==> src/logic/sdbca_pkg.sv <==
/*
 * sdbca_pkg: constants for the bank command and access core of a quad-bank SDRAM.
 * Assumes one system clock; the device is fixed to the 16-bit data organisation.
 */
package sdbca_pkg;
    // geometry
    localparam int BANKS = 4;
    localparam int ROW_W = 12;
    localparam int ROWS = 4096;
    localparam int COLS_X4 = 2048;
    localparam int COLS_X8 = 1024;
    localparam int COLS_X16 = 512;
    localparam int COL_W = 9;
    localparam int CNT_W = 10;
    localparam int DATA_W = 16;
    localparam int AP_BIT = 10;
    localparam int RD_PIPE = 3;
    // command codes on {row strobe, column strobe, write strobe}, chip select low
    localparam logic [2:0] CMD_LMR = 3'h0;
    localparam logic [2:0] CMD_REF = 3'h1;
    localparam logic [2:0] CMD_PRE = 3'h2;
    localparam logic [2:0] CMD_ACT = 3'h3;
    localparam logic [2:0] CMD_WR = 3'h4;
    localparam logic [2:0] CMD_RD = 3'h5;
    localparam logic [2:0] CMD_BST = 3'h6;
    localparam logic [2:0] CMD_NOP = 3'h7;
    // burst length codes
    localparam logic [2:0] BL_1 = 3'h0;
    localparam logic [2:0] BL_2 = 3'h1;
    localparam logic [2:0] BL_4 = 3'h2;
    localparam logic [2:0] BL_8 = 3'h3;
    localparam logic [2:0] BL_PAGE = 3'h7;
    // refresh
    localparam int REF_CYCLES = 4096;
    localparam int REF_MS_STD = 64;
    localparam int REF_MS_AUTO = 16;
    localparam logic [ROW_W-1:0] ROW_RST = 12'h000;
    typedef enum logic [1:0] {SDBCA_IDLE, SDBCA_READ, SDBCA_WRITE} sdbca_burst_e;
endpackage : sdbca_pkg

==> src/logic/sdbca_core.sv <==
/*
 * sdbca_core: command decode, bank/row tracking, burst column engine and
 * read latency pipe of a quad-bank SDRAM, 16-bit organisation.
 * Assumes a cell array on clk_sys with one cycle read latency.
 */
// Overview of operation
// - all pins sampled on clk_sys rising edge only, through two flip-flops
// - activate: two bank selects choose bank, twelve address lines choose row
// - address with read or write gives burst start column in open row
// - column width follows data width; this part uses 512 columns on bits 0-8
// - burst length 1, 2, 4, 8 or full page; burst terminate cuts burst
// - following columns generated internally in programmed count and order
// - auto precharge closes row by itself when burst finishes
// - new column command accepted every cycle without gaps
// - one bank may be precharged while another is accessed
`timescale 1ns/10ps
module sdbca_core (
    // clock and reset
    input wire logic clk_sys,
    input wire logic rst_n,
    // command pins
    input wire logic cs_n,
    input wire logic ras_n,
    input wire logic cas_n,
    input wire logic we_n,
    input wire logic bank_select_0,
    input wire logic bank_select_1,
    input wire logic [sdbca_pkg::ROW_W-1:0] row_column_address,
    input wire logic low_byte_mask,
    input wire logic high_byte_mask,
    // data pins
    input wire logic [sdbca_pkg::DATA_W-1:0] data_line_in,
    output logic [sdbca_pkg::DATA_W-1:0] data_line_out,
    output logic [1:0] data_line_oe,
    // mode
    input wire logic [2:0] burst_length_setting,
    input wire logic burst_interleave,
    input wire logic [1:0] read_latency_setting,
    // cell array
    output logic [1:0] array_bank,
    output logic [sdbca_pkg::ROW_W-1:0] array_row,
    output logic [sdbca_pkg::COL_W-1:0] array_col,
    output logic array_rd_en,
    output logic array_wr_en,
    output logic [sdbca_pkg::DATA_W-1:0] array_wr_data,
    output logic [1:0] array_wr_byte_en,
    input wire logic [sdbca_pkg::DATA_W-1:0] array_rd_data,
    // status
    output logic [sdbca_pkg::BANKS-1:0] bank_open,
    output logic [sdbca_pkg::ROW_W-1:0] refresh_row,
    output logic access_closed_err
);
    import sdbca_pkg::*;

    localparam int PIN_W = 4 + 2 + ROW_W + 2 + DATA_W;

    logic [PIN_W-1:0] pin_s1_q;
    logic [PIN_W-1:0] pin_s2_q;
    logic [2:0] cmd;
    logic sel;
    logic [1:0] bank;
    logic [ROW_W-1:0] addr;
    logic [1:0] mask;
    logic [DATA_W-1:0] din;
    logic is_act, is_rd, is_wr, is_pre, is_ref, is_bst, is_rw, hit;

    // two flops on every pin before decode
    always_ff @(posedge clk_sys or negedge rst_n) begin
        if (!rst_n) begin
            pin_s1_q <= '1;
            pin_s2_q <= '1;
        end else begin
            pin_s1_q <= {cs_n, ras_n, cas_n, we_n, bank_select_1, bank_select_0,
                         row_column_address, high_byte_mask, low_byte_mask, data_line_in};
            pin_s2_q <= pin_s1_q;
        end
    end

    always_comb begin
        sel = ~pin_s2_q[PIN_W-1];
        cmd = pin_s2_q[PIN_W-2 -: 3];
        bank = pin_s2_q[PIN_W-5 -: 2];
        addr = pin_s2_q[PIN_W-7 -: ROW_W];
        mask = pin_s2_q[DATA_W +: 2];
        din = pin_s2_q[DATA_W-1:0];
        is_act = sel && cmd == CMD_ACT;
        is_rd = sel && cmd == CMD_RD;
        is_wr = sel && cmd == CMD_WR;
        is_pre = sel && cmd == CMD_PRE;
        is_ref = sel && cmd == CMD_REF;
        is_bst = sel && cmd == CMD_BST;
        is_rw = is_rd || is_wr;
    end

    // bank and row tracking
    logic [ROW_W-1:0] bank_row_q [BANKS];
    logic [BANKS-1:0] bank_open_q;
    logic [BANKS-1:0] ap_close;

    always_comb begin
        hit = bank_open_q[bank];
    end

    always_ff @(posedge clk_sys or negedge rst_n) begin
        if (!rst_n) begin
            bank_open_q <= '0;
            for (int i = 0; i < BANKS; i++) begin
                bank_row_q[i] <= ROW_RST;
            end
        end else begin
            for (int i = 0; i < BANKS; i++) begin
                if (is_act && bank == 2'(i)) begin
                    bank_open_q[i] <= 1'b1;
                    bank_row_q[i] <= addr;
                end else if (is_pre && (addr[AP_BIT] || bank == 2'(i))) begin
                    bank_open_q[i] <= 1'b0;
                end else if (ap_close[i]) begin
                    bank_open_q[i] <= 1'b0;
                end
            end
        end
    end

    // burst engine
    sdbca_burst_e state_q;
    logic [1:0] bbank_q;
    logic [COL_W-1:0] start_q;
    logic [CNT_W-1:0] beat_q;
    logic ap_q;
    logic [CNT_W-1:0] blen;
    logic [COL_W-1:0] next_col;
    logic cont;
    logic done;

    always_comb begin
        case (burst_length_setting)
            BL_2: blen = 10'h002;
            BL_4: blen = 10'h004;
            BL_8: blen = 10'h008;
            BL_PAGE: blen = 10'h3FF;
            default: blen = 10'h001;
        endcase
        cont = state_q != SDBCA_IDLE && !is_bst && !is_rw;
        // full page never ends by itself
        done = burst_length_setting != BL_PAGE && beat_q >= blen;
        ap_close = '0;
        if (state_q != SDBCA_IDLE && ap_q && (done || is_rw || is_bst)) begin
            ap_close[bbank_q] = 1'b1;
        end
    end

    sdbca_col_gen u_col_gen (
        .start_col(start_q),
        .beat(beat_q),
        .burst_length_setting(burst_length_setting),
        .burst_interleave(burst_interleave),
        .col(next_col)
    );

    always_ff @(posedge clk_sys or negedge rst_n) begin
        if (!rst_n) begin
            state_q <= SDBCA_IDLE;
            bbank_q <= 2'h0;
            start_q <= '0;
            beat_q <= '0;
            ap_q <= 1'b0;
        end else begin
            if (is_rw && hit) begin
                state_q <= is_rd ? SDBCA_READ : SDBCA_WRITE;
                bbank_q <= bank;
                start_q <= addr[COL_W-1:0];
                beat_q <= 10'h001;
                ap_q <= addr[AP_BIT];
            end else if (is_bst || (is_rw && !hit)) begin
                state_q <= SDBCA_IDLE;
            end else if (state_q != SDBCA_IDLE) begin
                if (done) begin
                    state_q <= SDBCA_IDLE;
                end else begin
                    beat_q <= CNT_W'(beat_q + 10'h001);
                end
            end
        end
    end

    // array access, one beat per cycle
    logic [1:0] arr_bank_q;
    logic [COL_W-1:0] arr_col_q;
    logic [ROW_W-1:0] arr_row_q;
    logic arr_rd_q, arr_wr_q;
    logic [DATA_W-1:0] arr_wd_q;
    logic [1:0] arr_be_q;
    logic err_q;

    always_ff @(posedge clk_sys or negedge rst_n) begin
        if (!rst_n) begin
            arr_bank_q <= 2'h0;
            arr_col_q <= '0;
            arr_row_q <= ROW_RST;
            arr_rd_q <= 1'b0;
            arr_wr_q <= 1'b0;
            arr_wd_q <= '0;
            arr_be_q <= 2'h0;
            err_q <= 1'b0;
        end else begin
            arr_wd_q <= din;
            arr_be_q <= ~mask;
            err_q <= is_rw && !hit;
            if (is_rw && hit) begin
                arr_bank_q <= bank;
                arr_col_q <= addr[COL_W-1:0];
                arr_row_q <= bank_row_q[bank];
                arr_rd_q <= is_rd;
                arr_wr_q <= is_wr;
            end else if (cont && !done) begin
                arr_bank_q <= bbank_q;
                arr_col_q <= next_col;
                arr_row_q <= bank_row_q[bbank_q];
                arr_rd_q <= state_q == SDBCA_READ;
                arr_wr_q <= state_q == SDBCA_WRITE;
            end else begin
                arr_rd_q <= 1'b0;
                arr_wr_q <= 1'b0;
            end
        end
    end

    // read latency pipe; array data arrives one cycle after the read enable
    logic rd_d1_q;
    logic [1:0] rmask_q;
    logic [RD_PIPE-1:0] pv_q;
    logic [1:0] pm_q [RD_PIPE];
    logic [DATA_W-1:0] pd_q [RD_PIPE];
    logic [1:0] lat;
    logic [DATA_W-1:0] dout_q;
    logic [1:0] oe_q;

    always_comb begin
        lat = read_latency_setting == 2'h0 ? 2'h0 : 2'(read_latency_setting - 2'h1);
    end

    always_ff @(posedge clk_sys or negedge rst_n) begin
        if (!rst_n) begin
            rd_d1_q <= 1'b0;
            rmask_q <= 2'h0;
            pv_q[0] <= 1'b0;
            pm_q[0] <= 2'h0;
            pd_q[0] <= '0;
        end else begin
            rd_d1_q <= arr_rd_q;
            rmask_q <= mask;
            pv_q[0] <= rd_d1_q;
            pm_q[0] <= rmask_q;
            pd_q[0] <= array_rd_data;
        end
    end

    genvar g;
    generate
        for (g = 1; g < RD_PIPE; g++) begin : g_rd_pipe
            always_ff @(posedge clk_sys or negedge rst_n) begin
                if (!rst_n) begin
                    pv_q[g] <= 1'b0;
                    pm_q[g] <= 2'h0;
                    pd_q[g] <= '0;
                end else begin
                    pv_q[g] <= pv_q[g-1];
                    pm_q[g] <= pm_q[g-1];
                    pd_q[g] <= pd_q[g-1];
                end
            end
        end
    endgenerate

    always_ff @(posedge clk_sys or negedge rst_n) begin
        if (!rst_n) begin
            dout_q <= '0;
            oe_q <= 2'h0;
        end else begin
            dout_q <= pd_q[lat];
            oe_q <= {2{pv_q[lat]}} & ~pm_q[lat];
        end
    end

    // refresh walks rows; interval kept by the controller
    logic [ROW_W-1:0] ref_row_q;

    always_ff @(posedge clk_sys or negedge rst_n) begin
        if (!rst_n) begin
            ref_row_q <= ROW_RST;
        end else if (is_ref) begin
            ref_row_q <= ROW_W'(ref_row_q + 12'h001);
        end
    end

    assign data_line_out = dout_q;
    assign data_line_oe = oe_q;
    assign array_bank = arr_bank_q;
    assign array_row = arr_row_q;
    assign array_col = arr_col_q;
    assign array_rd_en = arr_rd_q;
    assign array_wr_en = arr_wr_q;
    assign array_wr_data = arr_wd_q;
    assign array_wr_byte_en = arr_be_q;
    assign bank_open = bank_open_q;
    assign refresh_row = ref_row_q;
    assign access_closed_err = err_q;

    a_pin_two_flops: assert property (@(posedge clk_sys) disable iff (!rst_n)
        is_act |-> $past(cs_n, 2) == 1'b0 && $past(ras_n, 2) == 1'b0)
        else $error("activate decoded without pins two cycles earlier");
    a_closed_no_access: assert property (@(posedge clk_sys) disable iff (!rst_n)
        is_rw && !hit |=> !arr_rd_q && !arr_wr_q && err_q)
        else $error("access to closed bank reached array");
    a_act_opens_row: assert property (@(posedge clk_sys) disable iff (!rst_n)
        is_act |=> bank_open_q[$past(bank)] && bank_row_q[$past(bank)] == $past(addr))
        else $error("activate did not open the addressed row");
    a_start_column: assert property (@(posedge clk_sys) disable iff (!rst_n)
        is_rw && hit |=> arr_col_q == $past(addr[COL_W-1:0]) && arr_bank_q == $past(bank))
        else $error("burst did not start at given column");
    a_term_stops: assert property (@(posedge clk_sys) disable iff (!rst_n)
        is_bst |=> state_q == SDBCA_IDLE && !arr_rd_q && !arr_wr_q)
        else $error("burst terminate did not stop burst");
    a_bl4_beats: assert property (@(posedge clk_sys) disable iff (!rst_n)
        is_rd && hit && burst_length_setting == BL_4 ##1 (!is_rw && !is_bst)[*4]
        |-> arr_rd_q ##1 !arr_rd_q)
        else $error("burst of four did not give four beats");
    a_autopre_close: assert property (@(posedge clk_sys) disable iff (!rst_n)
        state_q != SDBCA_IDLE && ap_q && done && !is_act |=> !bank_open_q[$past(bbank_q)])
        else $error("auto precharge did not close the bank");
    a_back_to_back: assert property (@(posedge clk_sys) disable iff (!rst_n)
        (is_rd && hit) [*2] |=> arr_rd_q && arr_col_q == $past(addr[COL_W-1:0]))
        else $error("back to back column command lost");
    a_pre_other_bank: assert property (@(posedge clk_sys) disable iff (!rst_n)
        is_pre && !addr[AP_BIT] && bank != bbank_q && state_q == SDBCA_READ && !done
        |=> arr_rd_q)
        else $error("precharge of another bank stalled the burst");
endmodule : sdbca_core

==> src/logic/sdbca_col_gen.sv <==
/*
 * sdbca_col_gen: column of beat n of a burst from its start column.
 * Assumes the count never reaches the burst length for fixed bursts.
 */
`timescale 1ns/10ps
module sdbca_col_gen (
    // burst description
    input wire logic [sdbca_pkg::COL_W-1:0] start_col,
    input wire logic [sdbca_pkg::CNT_W-1:0] beat,
    input wire logic [2:0] burst_length_setting,
    input wire logic burst_interleave,
    // result
    output logic [sdbca_pkg::COL_W-1:0] col
);
    import sdbca_pkg::*;

    function automatic logic [COL_W-1:0] low_mask(input logic [2:0] bl);
        if (bl == BL_2) begin
            low_mask = 9'h001;
        end else if (bl == BL_4) begin
            low_mask = 9'h003;
        end else if (bl == BL_8) begin
            low_mask = 9'h007;
        end else if (bl == BL_PAGE) begin
            low_mask = 9'h1FF;
        end else begin
            low_mask = 9'h000;
        end
    endfunction : low_mask

    logic [COL_W-1:0] m;
    logic [COL_W-1:0] b;
    logic [COL_W-1:0] seq;

    always_comb begin
        m = low_mask(burst_length_setting);
        b = beat[COL_W-1:0];
        seq = COL_W'(start_col + b);
        // wrap inside the aligned block; full page only runs sequentially
        if (burst_interleave && burst_length_setting != BL_PAGE) begin
            col = (start_col & ~m) | ((start_col ^ b) & m);
        end else begin
            col = (start_col & ~m) | (seq & m);
        end
    end
endmodule : sdbca_col_gen

==> config.mk <==
export PLATFORM = sky130hd
export DESIGN_NAME = sdbca_core
export DESIGN_NICKNAME = d
export VERILOG_FILES = /design/src/logic/sdbca_pkg.sv /design/src/logic/sdbca_core.sv /design/src/logic/sdbca_col_gen.sv
export SDC_FILE = /design/constraint.sdc
export NUM_CORES = 1
export LEC_CHECK = 0
export BUFFER_PORTS_ARGS = -buffer_cell sky130_fd_sc_hd__clkbuf_2
export CAP_MARGIN = 20
export CORE_ASPECT_RATIO = 1.4
export CORE_MARGIN = 2
export CORE_UTILIZATION = 40
export CTS_CLUSTER_DIAMETER = 50
export CTS_CLUSTER_SIZE = 25
export DETAILED_ROUTE_END_ITERATION = 12
export PLACE_DENSITY_LB_ADDON = 0.05
export SYNTH_ARGS = -nofsm -noshare
export SYNTH_HDL_FRONTEND = slang
export SYNTH_SLANG_ARGS = --single-unit
==> constraint.sdc <==
create_clock -name clk_sys -period 6 [get_ports clk_sys]
set_clock_uncertainty 0.15 [all_clocks]
set_input_delay 0.9 -clock clk_sys [delete_from_list [all_inputs] [get_ports clk_sys]]
set_output_delay 0.9 -clock clk_sys [all_outputs]
set_load 0.005 [all_outputs]
==> out/results.tsv, run 1 <==
metric	value	unit
synthFlopType	dfrtp_1	
via_per_inst	5.08	
hold_path_depth	0	
path_depth	9	
setup_tns	0	ns
yosys_warnings	0	
synth_area_leaders	dfrtp_1 48%, dfstp_2 17%, mux4_2 5.2%, mux2_2 5.1%, mux2i_1 2.5%	
fin_ws	2.13	ns
clock_sinks	282	
drv_cap	0	
routed_wirelength	22800	µm
route.detailed.drc	0	
worst_hold_slack	0.196	ns
rsz0062_at_grt	no	
cts_tree	done	
ys_seq_elements	282	
vias	6467	
synth_enable_flop_cells	0	
n_fill_cell	2435	
syn_area_per_cell	14.5	µm²
dpl_cell_area	11900	µm²
grt_pass1_wl	36500	µm
cp_common_cell	nand3_1	
multiInputGateArea	3480	µm²
path_buf_inv	1	
drtPass1Iterations	4	
rrSetupSlack	2.82	ns
ir_drop	0.000226	V
status	finished clean	
cpPeakStageDelay	0.72	ns
regArea	7150	µm²
ctsResizeCount	0	
grt_max_degree	113	
fin_crit	3.87	ns
r2r-end	array_col[5]	
fp-row-count	71	
path_cells	clkbuf_2, nand3_1, ha_1, a21oi_1, o21a_1, nand3_1, o21ai_4, nor2_4, a221o_1	
hp-class	register to register	
r2r_start	beat_q[0]	
slowest_stage	o21ai_4	
die_h	199	µm
criticalPathCategory	primary input to register	
path_delay_family	compound AO/OA/AOI/OAI gates	
syn2layout_area_growth	17.3	%
io_pins	138	
grt-ovfl-total	0	
reg2reg_depth	8	
worst_slew_pin_slew	1.00	ns
p_leak	0.00592	µW
synthArstFlopShare	100	%
design.core.area	26800	µm²
routedWlPerCell	17.9	µm
synth_top_area_share	48.4	%
ys_types	65	
die_width	143	µm
gp_congestion	0.774	
grt.total_usage	16.4	%
clk_latency	0.55	ns
cts_made_buffers	25	
cts_setup_buffers	0	
end_kind	register	
cp_max_fo	25	
startpoint_type	primary input	
postRouteAntennaNets	0	
worstPathRequired	6.26	ns
die_area	28500	µm²
ctsHoldBuffers	0	
antenna_cells	0	
cts.clk_slew.worst_paths	0.08	ns
dp_slack	1.57	ns
synth_area	10900	µm²
nets	971	
root_buffer	clkbuf_16	
grt_pass1_vias	6946	
antenna_found_initial	0	
seq_area_frac_synth	65.8	%
dp_hpwl	15400	µm
drtIter0Drc	264	
syn-num-nets	833	
h-tree-depth	1	
final_area	12700	µm²
finalCritPeriodShare	64.6	%
max_freq	0.258	GHz
io_buffers	137	
power_density	408	nW/µm²
syn_inst	752	
cts_max_path_buffers	3	
finalPower	5200	µW
synth_top_area_cell	dfrtp_1	
cp.arrival	4.14	ns
drive_above_1_share	38.2	%
max-slew-margin-rel	33.1	%
startpoint	burst_length_setting[0]	
hold_viol_final	0	
start_util	40.5	%
setup.worst_path.end	array_col[5]	
maxSlewViolCount	0	
finalSetupViolations	0	
[layer usage]
layer	track usage [%]	vias to the layer above	share of wire, %
met5	0	-	0
met4	4.76	0	2.4
met3	2.48	40	4.1
met2	30.8	135	54
met1	19.2	3305	40
li1	-	2987	-
[cell families (layout without fill, tap and decap cells)]
kind of cell	Yosys count	count (layout)	share of synthesized area [%]
simple gates	150	150	6.82
compound gates	136	136	8.68
fa+ha+maj	21	21	2.49
xor+xnor	16	16	1.29
mux	101	101	12.7
flops	282	282	65.8
buf+inv	46	203	2.22
[worst min-delay path by stage]
stage,slack [ns],endpoint,start
2_1_floorplan,0.18,pm_q[4],rmask_q[0]
3_3_place_gp,0.18,pv_q[0],rd_d1_q
3_5_place_dp,0.19,pm_q[5],rmask_q[1]
4_1_cts,0.20,pin_s2_q[7],pin_s1_q[7]
5_1_grt,0.20,pin_s2_q[7],pin_s1_q[7]
6_report,0.20,pin_s2_q[7],pin_s1_q[7]
[worst reg2reg max path: cells and delay by family (launching register included)]
kind / cells / cell delay, ns
fa+ha+maj: 1 / 0.29
flops: 1 / 0.55
compound gates: 4 / 1.59
simple gates: 2 / 0.40
buf+inv: 1 / 0.08
[layout make-up]
class | instances | share of cell area, %
repair buffers | 141 | 5.79
clock inverters | 18 | 1.69
well taps | 365 | 3.58
flip-flops and latches | 282 | 56.1
multi-input cells | 424 | 27.3
clock buffers | 28 | 5.08
inverters | 16 | 0.471
[Yosys cell counts (4+ instances only)]
library cell,n
o21ai_1,9
a211oi_1,5
nor3_1,8
dfstp_2,72
a21oi_2,5
nand2b_1,5
o31ai_1,8
clkbuf_1,11
mux4_2,25
a21o_1,18
ha_1,20
buf_2,9
mux2_2,49
a22o_1,11
nand2_1,51
nor2b_1,5
xor2_1,8
xnor2_1,8
a221o_1,6
inv_1,15
dfrtp_1,210
o21ai_0,17
and3_1,4
nor2_1,33
a21oi_1,30
and2_1,4
nand4_1,6
mux2i_1,27
nand3_1,14
[placed cells by master (no fill, tap or decap), drive strengths merged, types with 5 or more instances in the layout]
cell type / instances
dfrtp: 210
clkbuf: 164
dfstp: 72
nand2: 51
mux2: 49
a21oi: 35
nor2: 34
o21ai: 28
mux2i: 27
inv: 27
mux4: 25
ha: 20
a21o: 19
nand3: 16
a22o: 11
xnor2: 8
o31ai: 8
nor3: 8
xor2: 8
nand4: 6
a221o: 6
clkinv: 6
nand2b: 5
a211oi: 5
nor2b: 5
or4: 5
buf: 5
[flip-flops by register name, summed over array words and instances (netlist names), 2 cells and up]
register and count:
array_col 9, data_line_out 16, start_q 9, bank_row_q 48
state_q 2, pd_q 48, array_wr_byte_en 2, array_row 12
rmask_q 2, data_line_oe 2, pin_s1_q 36, pv_q 3
pm_q 6, array_wr_data 16, refresh_row 12, bbank_q 2
array_bank 2, beat_q 10, bank_open 4, pin_s2_q 36
[power by group]
part / internal [µW] / switching [µW] / total, µW
combinational: 540 / 536 / 1080
sequential: 2190 / 274 / 2470
clock: 871 / 788 / 1660
[through the flow]
stage / util [%] / instances
3_5_place_dp: 44.3 / 1228
6_report: 47.5 / 1274
3_3_place_gp: 44.3 / 1228
5_1_grt: 47.5 / 1274
2_1_floorplan: - / 752
4_1_cts: 47.5 / 1274
Note: power is estimated with default switching activity, not from simulation.
==> run 2: changes to the inputs <==
--- a/config.mk
+++ b/config.mk
@@ -5,6 +5,7 @@
 export SDC_FILE = /design/constraint.sdc
 export NUM_CORES = 1
 export LEC_CHECK = 0
+export ABC_AREA = 1
 export BUFFER_PORTS_ARGS = -buffer_cell sky130_fd_sc_hd__clkbuf_2
 export CAP_MARGIN = 20
 export CORE_ASPECT_RATIO = 1.4
==> constraint.sdc (replaced) <==
create_clock -name clk_sys -period 4.07 [get_ports clk_sys]
set_clock_uncertainty 0.15 [all_clocks]
set_input_delay 0.6105 -clock clk_sys [delete_from_list [all_inputs] [get_ports clk_sys]]
set_output_delay 0.6105 -clock clk_sys [all_outputs]
set_load 0.005 [all_outputs]
==> run 2 against run 1 <==
Against the previous run: via count increased by 17%; sequential share of layout area is 2.6 points lower; critical path depth rose by 8; core utilization is 2.3 points higher; global-route usage is 1.8 points higher; clock-buffer cell count stayed put; area after synthesis increased by 0.23%; die area is 0.22% higher; synthesized cell count is 36% higher; clock power up 55%.
==> out/results.tsv, run 2 <==
metric	value	unit	change
clk_latency	0.55	ns	about the same
end_kind	register		unchanged
regArea	7150	µm²	unchanged
grt_pass1_vias	7496		was 6946
antenna_cells	0		unchanged
via_per_inst	4.71		was 5.08
multiInputGateArea	3240	µm²	was 3480 µm²
hp-class	primary input to register		was register to register
syn2layout_area_growth	22.7	%	was 17.3%
rrSetupSlack	1.66	ns	was 2.82 ns
root_buffer	clkbuf_16		unchanged
r2r-end	array_col[1]		was array_col[5]
yosysMostFrequentCell	nand2_1		was dfrtp_1
synth_top_area_share	48.2	%	was 48.4%
route.detailed.drc	0		unchanged
path_cells	clkbuf_2, nand2_2, nor2_8, inv_2, o21ai_0, inv_1, ha_1, nand2_1, nor2_1, nand3_1, nand3_1, nand2_2, nand2_4, nand2_4, inv_2, nand2_1, nand3_1		was clkbuf_2, nand3_1, ha_1, a21oi_1, o21a_1, nand3_1, o21ai_4, nor2_4, a221o_1
start_util	40.6	%	was 40.5%
power_density	582	nW/µm²	was 408 nW/µm²
synthFlopType	dfrtp_1		unchanged
cts_tree	done		unchanged
ys_seq_elements	282		unchanged
cts_setup_buffers	0		unchanged
cts_max_path_buffers	3		unchanged
yosys_warnings	0		unchanged
routed_wirelength	25200	µm	was 22800 µm
design.core.area	26800	µm²	unchanged
gp_congestion	0.805		was 0.774
synthArstFlopShare	100	%	unchanged
synth_area	10900	µm²	about the same
ir_drop	0.000367	V	was 0.000226 V
reg_top3	bank_row_q (48), pd_q (48)		unchanged
p_sw	2540	µW	was 1600 µW
dp_hpwl	17000	µm	was 15400 µm
setup_tns	0	ns	unchanged
layout_commonest_cell	nand2_1		was dfrtp_1
die_width	143	µm	about the same
criticalPathCategory	primary input to register		unchanged
hold_end	pd_q[46]		was pin_s2_q[7]
vias	7568		was 6467
max_freq	0.400	GHz	
reg2reg_depth	12		was 8
status	finished clean		unchanged
syn_area_per_cell	10.6	µm²	was 14.5 µm²
grt-ovfl-total	0		unchanged
maxSlewViolCount	0		unchanged
max-slew-margin-rel	46.0	%	was 33.1%
finalCritPeriodShare	61.4	%	
postRouteAntennaNets	0		unchanged
synth_top_area_cell	dfrtp_1		unchanged
hold_viol_final	0		unchanged
finalSetupViolations	0		unchanged
ctsHoldBuffers	48		was 0
die_h	199	µm	about the same
p_clk_share	33.2	%	was 31.9%
r2r_start	pin_s2_q[34]		was beat_q[0]
slowest_stage	inv_2		was o21ai_4
antenna_found_initial	0		unchanged
synth_enable_flop_cells	0		unchanged
ys_types	47		was 65
place_inst	1510		was 1228
synth_commonest_cells	308 x nand2_1, 210 x dfrtp_1, 89 x nand3_1		was 210 x dfrtp_1, 72 x dfstp_2, 51 x nand2_1
finalPower	7780	µW	was 5200 µW
cp_max_fo	23		was 25
fin_crit	2.50	ns	
syn-num-nets	1106		was 833
layout_common_cells	308 x nand2_1, 210 x dfrtp_1, 136 x clkbuf_2		was 210 x dfrtp_1, 136 x clkbuf_2, 72 x dfstp_2
grt_max_degree	102		was 113
seq_area_frac_synth	65.6	%	was 65.8%
grt_pass1_wl	40600	µm	was 36500 µm
drv_cap	0		unchanged
p_comb_share	21.1	%	was 20.7%
cellInternalPower	5240	µW	was 3600 µW
die_area	28600	µm²	was 28500 µm²
n_fill_cell	2541		was 2435
hp-start	array_rd_data[14]		was pin_s1_q[7]
ctsResizeCount	0		unchanged
fp-row-count	71		unchanged
grt.total_usage	18.2	%	was 16.4%
cp.arrival	2.82	ns	was 4.14 ns
cpPeakStageDelay	0.39	ns	was 0.72 ns
cp_common_cell	nand3_1		unchanged
syn_inst	1025		was 752
h-tree-depth	1		unchanged
pwr-share-seq	45.7	%	was 47.4%
stdcell_count	1606		was 1274
worst_hold_slack	0.0323	ns	was 0.196 ns
drive_above_1_share	24.7	%	was 38.2%
drtPass1Iterations	5		was 4
fin_util	49.8	%	was 47.5%
io_buffers	137		unchanged
worst_slew_pin_slew	0.810	ns	was 1.00 ns
startpoint_type	primary input		unchanged
cts_made_buffers	26		was 25
nets	1302		was 971
clock_sinks	282		unchanged
io_pins	138		unchanged
p_leak	0.00648	µW	was 0.00592 µW
hold_path_depth	1		was 0
synth_area_leaders	dfrtp_1 48%, dfstp_2 17%, nand2_1 11%, nand3_1 4.1%, o21ai_0 2.9%		was dfrtp_1 48%, dfstp_2 17%, mux4_2 5.2%, mux2_2 5.1%, mux2i_1 2.5%
cts.clk_slew.worst_paths	0.08	ns	about the same
switching_share	32.7	%	was 30.7%
rsz0062_at_grt	no		unchanged
routedWlPerCell	15.7	µm	was 17.9 µm
worstPathRequired	4.39	ns	was 6.26 ns
drtIter0Drc	383		was 264
## run 2: cell types whose count changed after synthesis, moves of 17 or more
cell / previous run / this run
mux2i_1: 27 / 0
nand3_1: 14 / 89
mux2_2: 49 / 2
a22oi_1: 0 / 25
a21oi_1: 30 / 8
a21o_1: 18 / 1
o21ai_0: 17 / 63
nand2_1: 51 / 308
mux4_2: 25 / 0
inv_1: 15 / 67
## run 2: final cells by class
| cell class | instances | area share (%) |
|---|---|---|
| repair buffers | 199 | 9.77 |
| flip-flops and latches | 282 | 53.5 |
| multi-input cells | 634 | 24.2 |
| clock inverters | 20 | 1.97 |
| inverters | 78 | 2.21 |
| well taps | 365 | 3.42 |
| clock buffers | 28 | 4.92 |
## run 2: logic make-up (layout without fill, tap and decap cells)
family | count (synthesis) | count (layout) | synth area share [%]
DFF | 282 | 282 | 65.6
and+or+nand+nor | 468 | 468 | 18.9
buffers and inverters | 109 | 325 | 4.63
xor gates and xnor gates | 18 | 18 | 1.45
muxes | 2 | 2 | 0.207
adders and majority gates | 21 | 21 | 2.48
AOI/OAI and AO/OA | 125 | 125 | 6.74
## run 2: routing by layer
metal	vias up	routed length, µm	share of wire (%)	track usage [%]
met5	-	0	0	0
met4	0	682	2.7	6.25
met3	36	1150	4.6	2.88
met2	167	13000	52	31.9
met1	3642	10400	41	22.8
li1	3723	-	-	-
## run 2: power groups by stage
stage / logic, µW / clock network [µW] / registers [µW]
2_1_floorplan: 1110 / 0 / 3510
3_3_place_gp: 1620 / 0 / 3600
3_5_place_dp: 1630 / 0 / 3610
4_1_cts: 1670 / 2670 / 3560
5_1_grt: 1880 / 2780 / 3610
6_report: 1640 / 2580 / 3550
## run 2: how the worst max path moves through the flow
stage,from,end,depth (start not counted)
global route,burst_length_setting[0],array_col[1],17
floorplan,burst_length_setting[2],array_row[5],17
CTS,burst_length_setting[0],array_col[5],17
finish,burst_length_setting[0],array_col[5],17
detailed placement,burst_length_setting[0],array_row[5],17
global placement,burst_length_setting[0],array_col[7],17
## run 2: per-stage QoR
stage	setup slack, ns	instance area, µm²
after detailed placement	0.989	12000
after global placement	1.04	12000
after floorplan	1.60	10900
final	1.57	13400
after CTS	1.55	13400
after global routing	1.27	13400
## run 2: critical path: cells and delay by family
| family | cells | cell delay, ns |
|---|---|---|
| AND/OR/NAND/NOR | 11 | 1.06 |
| AO/OA/AOI/OAI | 1 | 0.11 |
| buffers and inverters | 4 | 0.73 |
| adder cells (fa/ha/maj) | 1 | 0.27 |
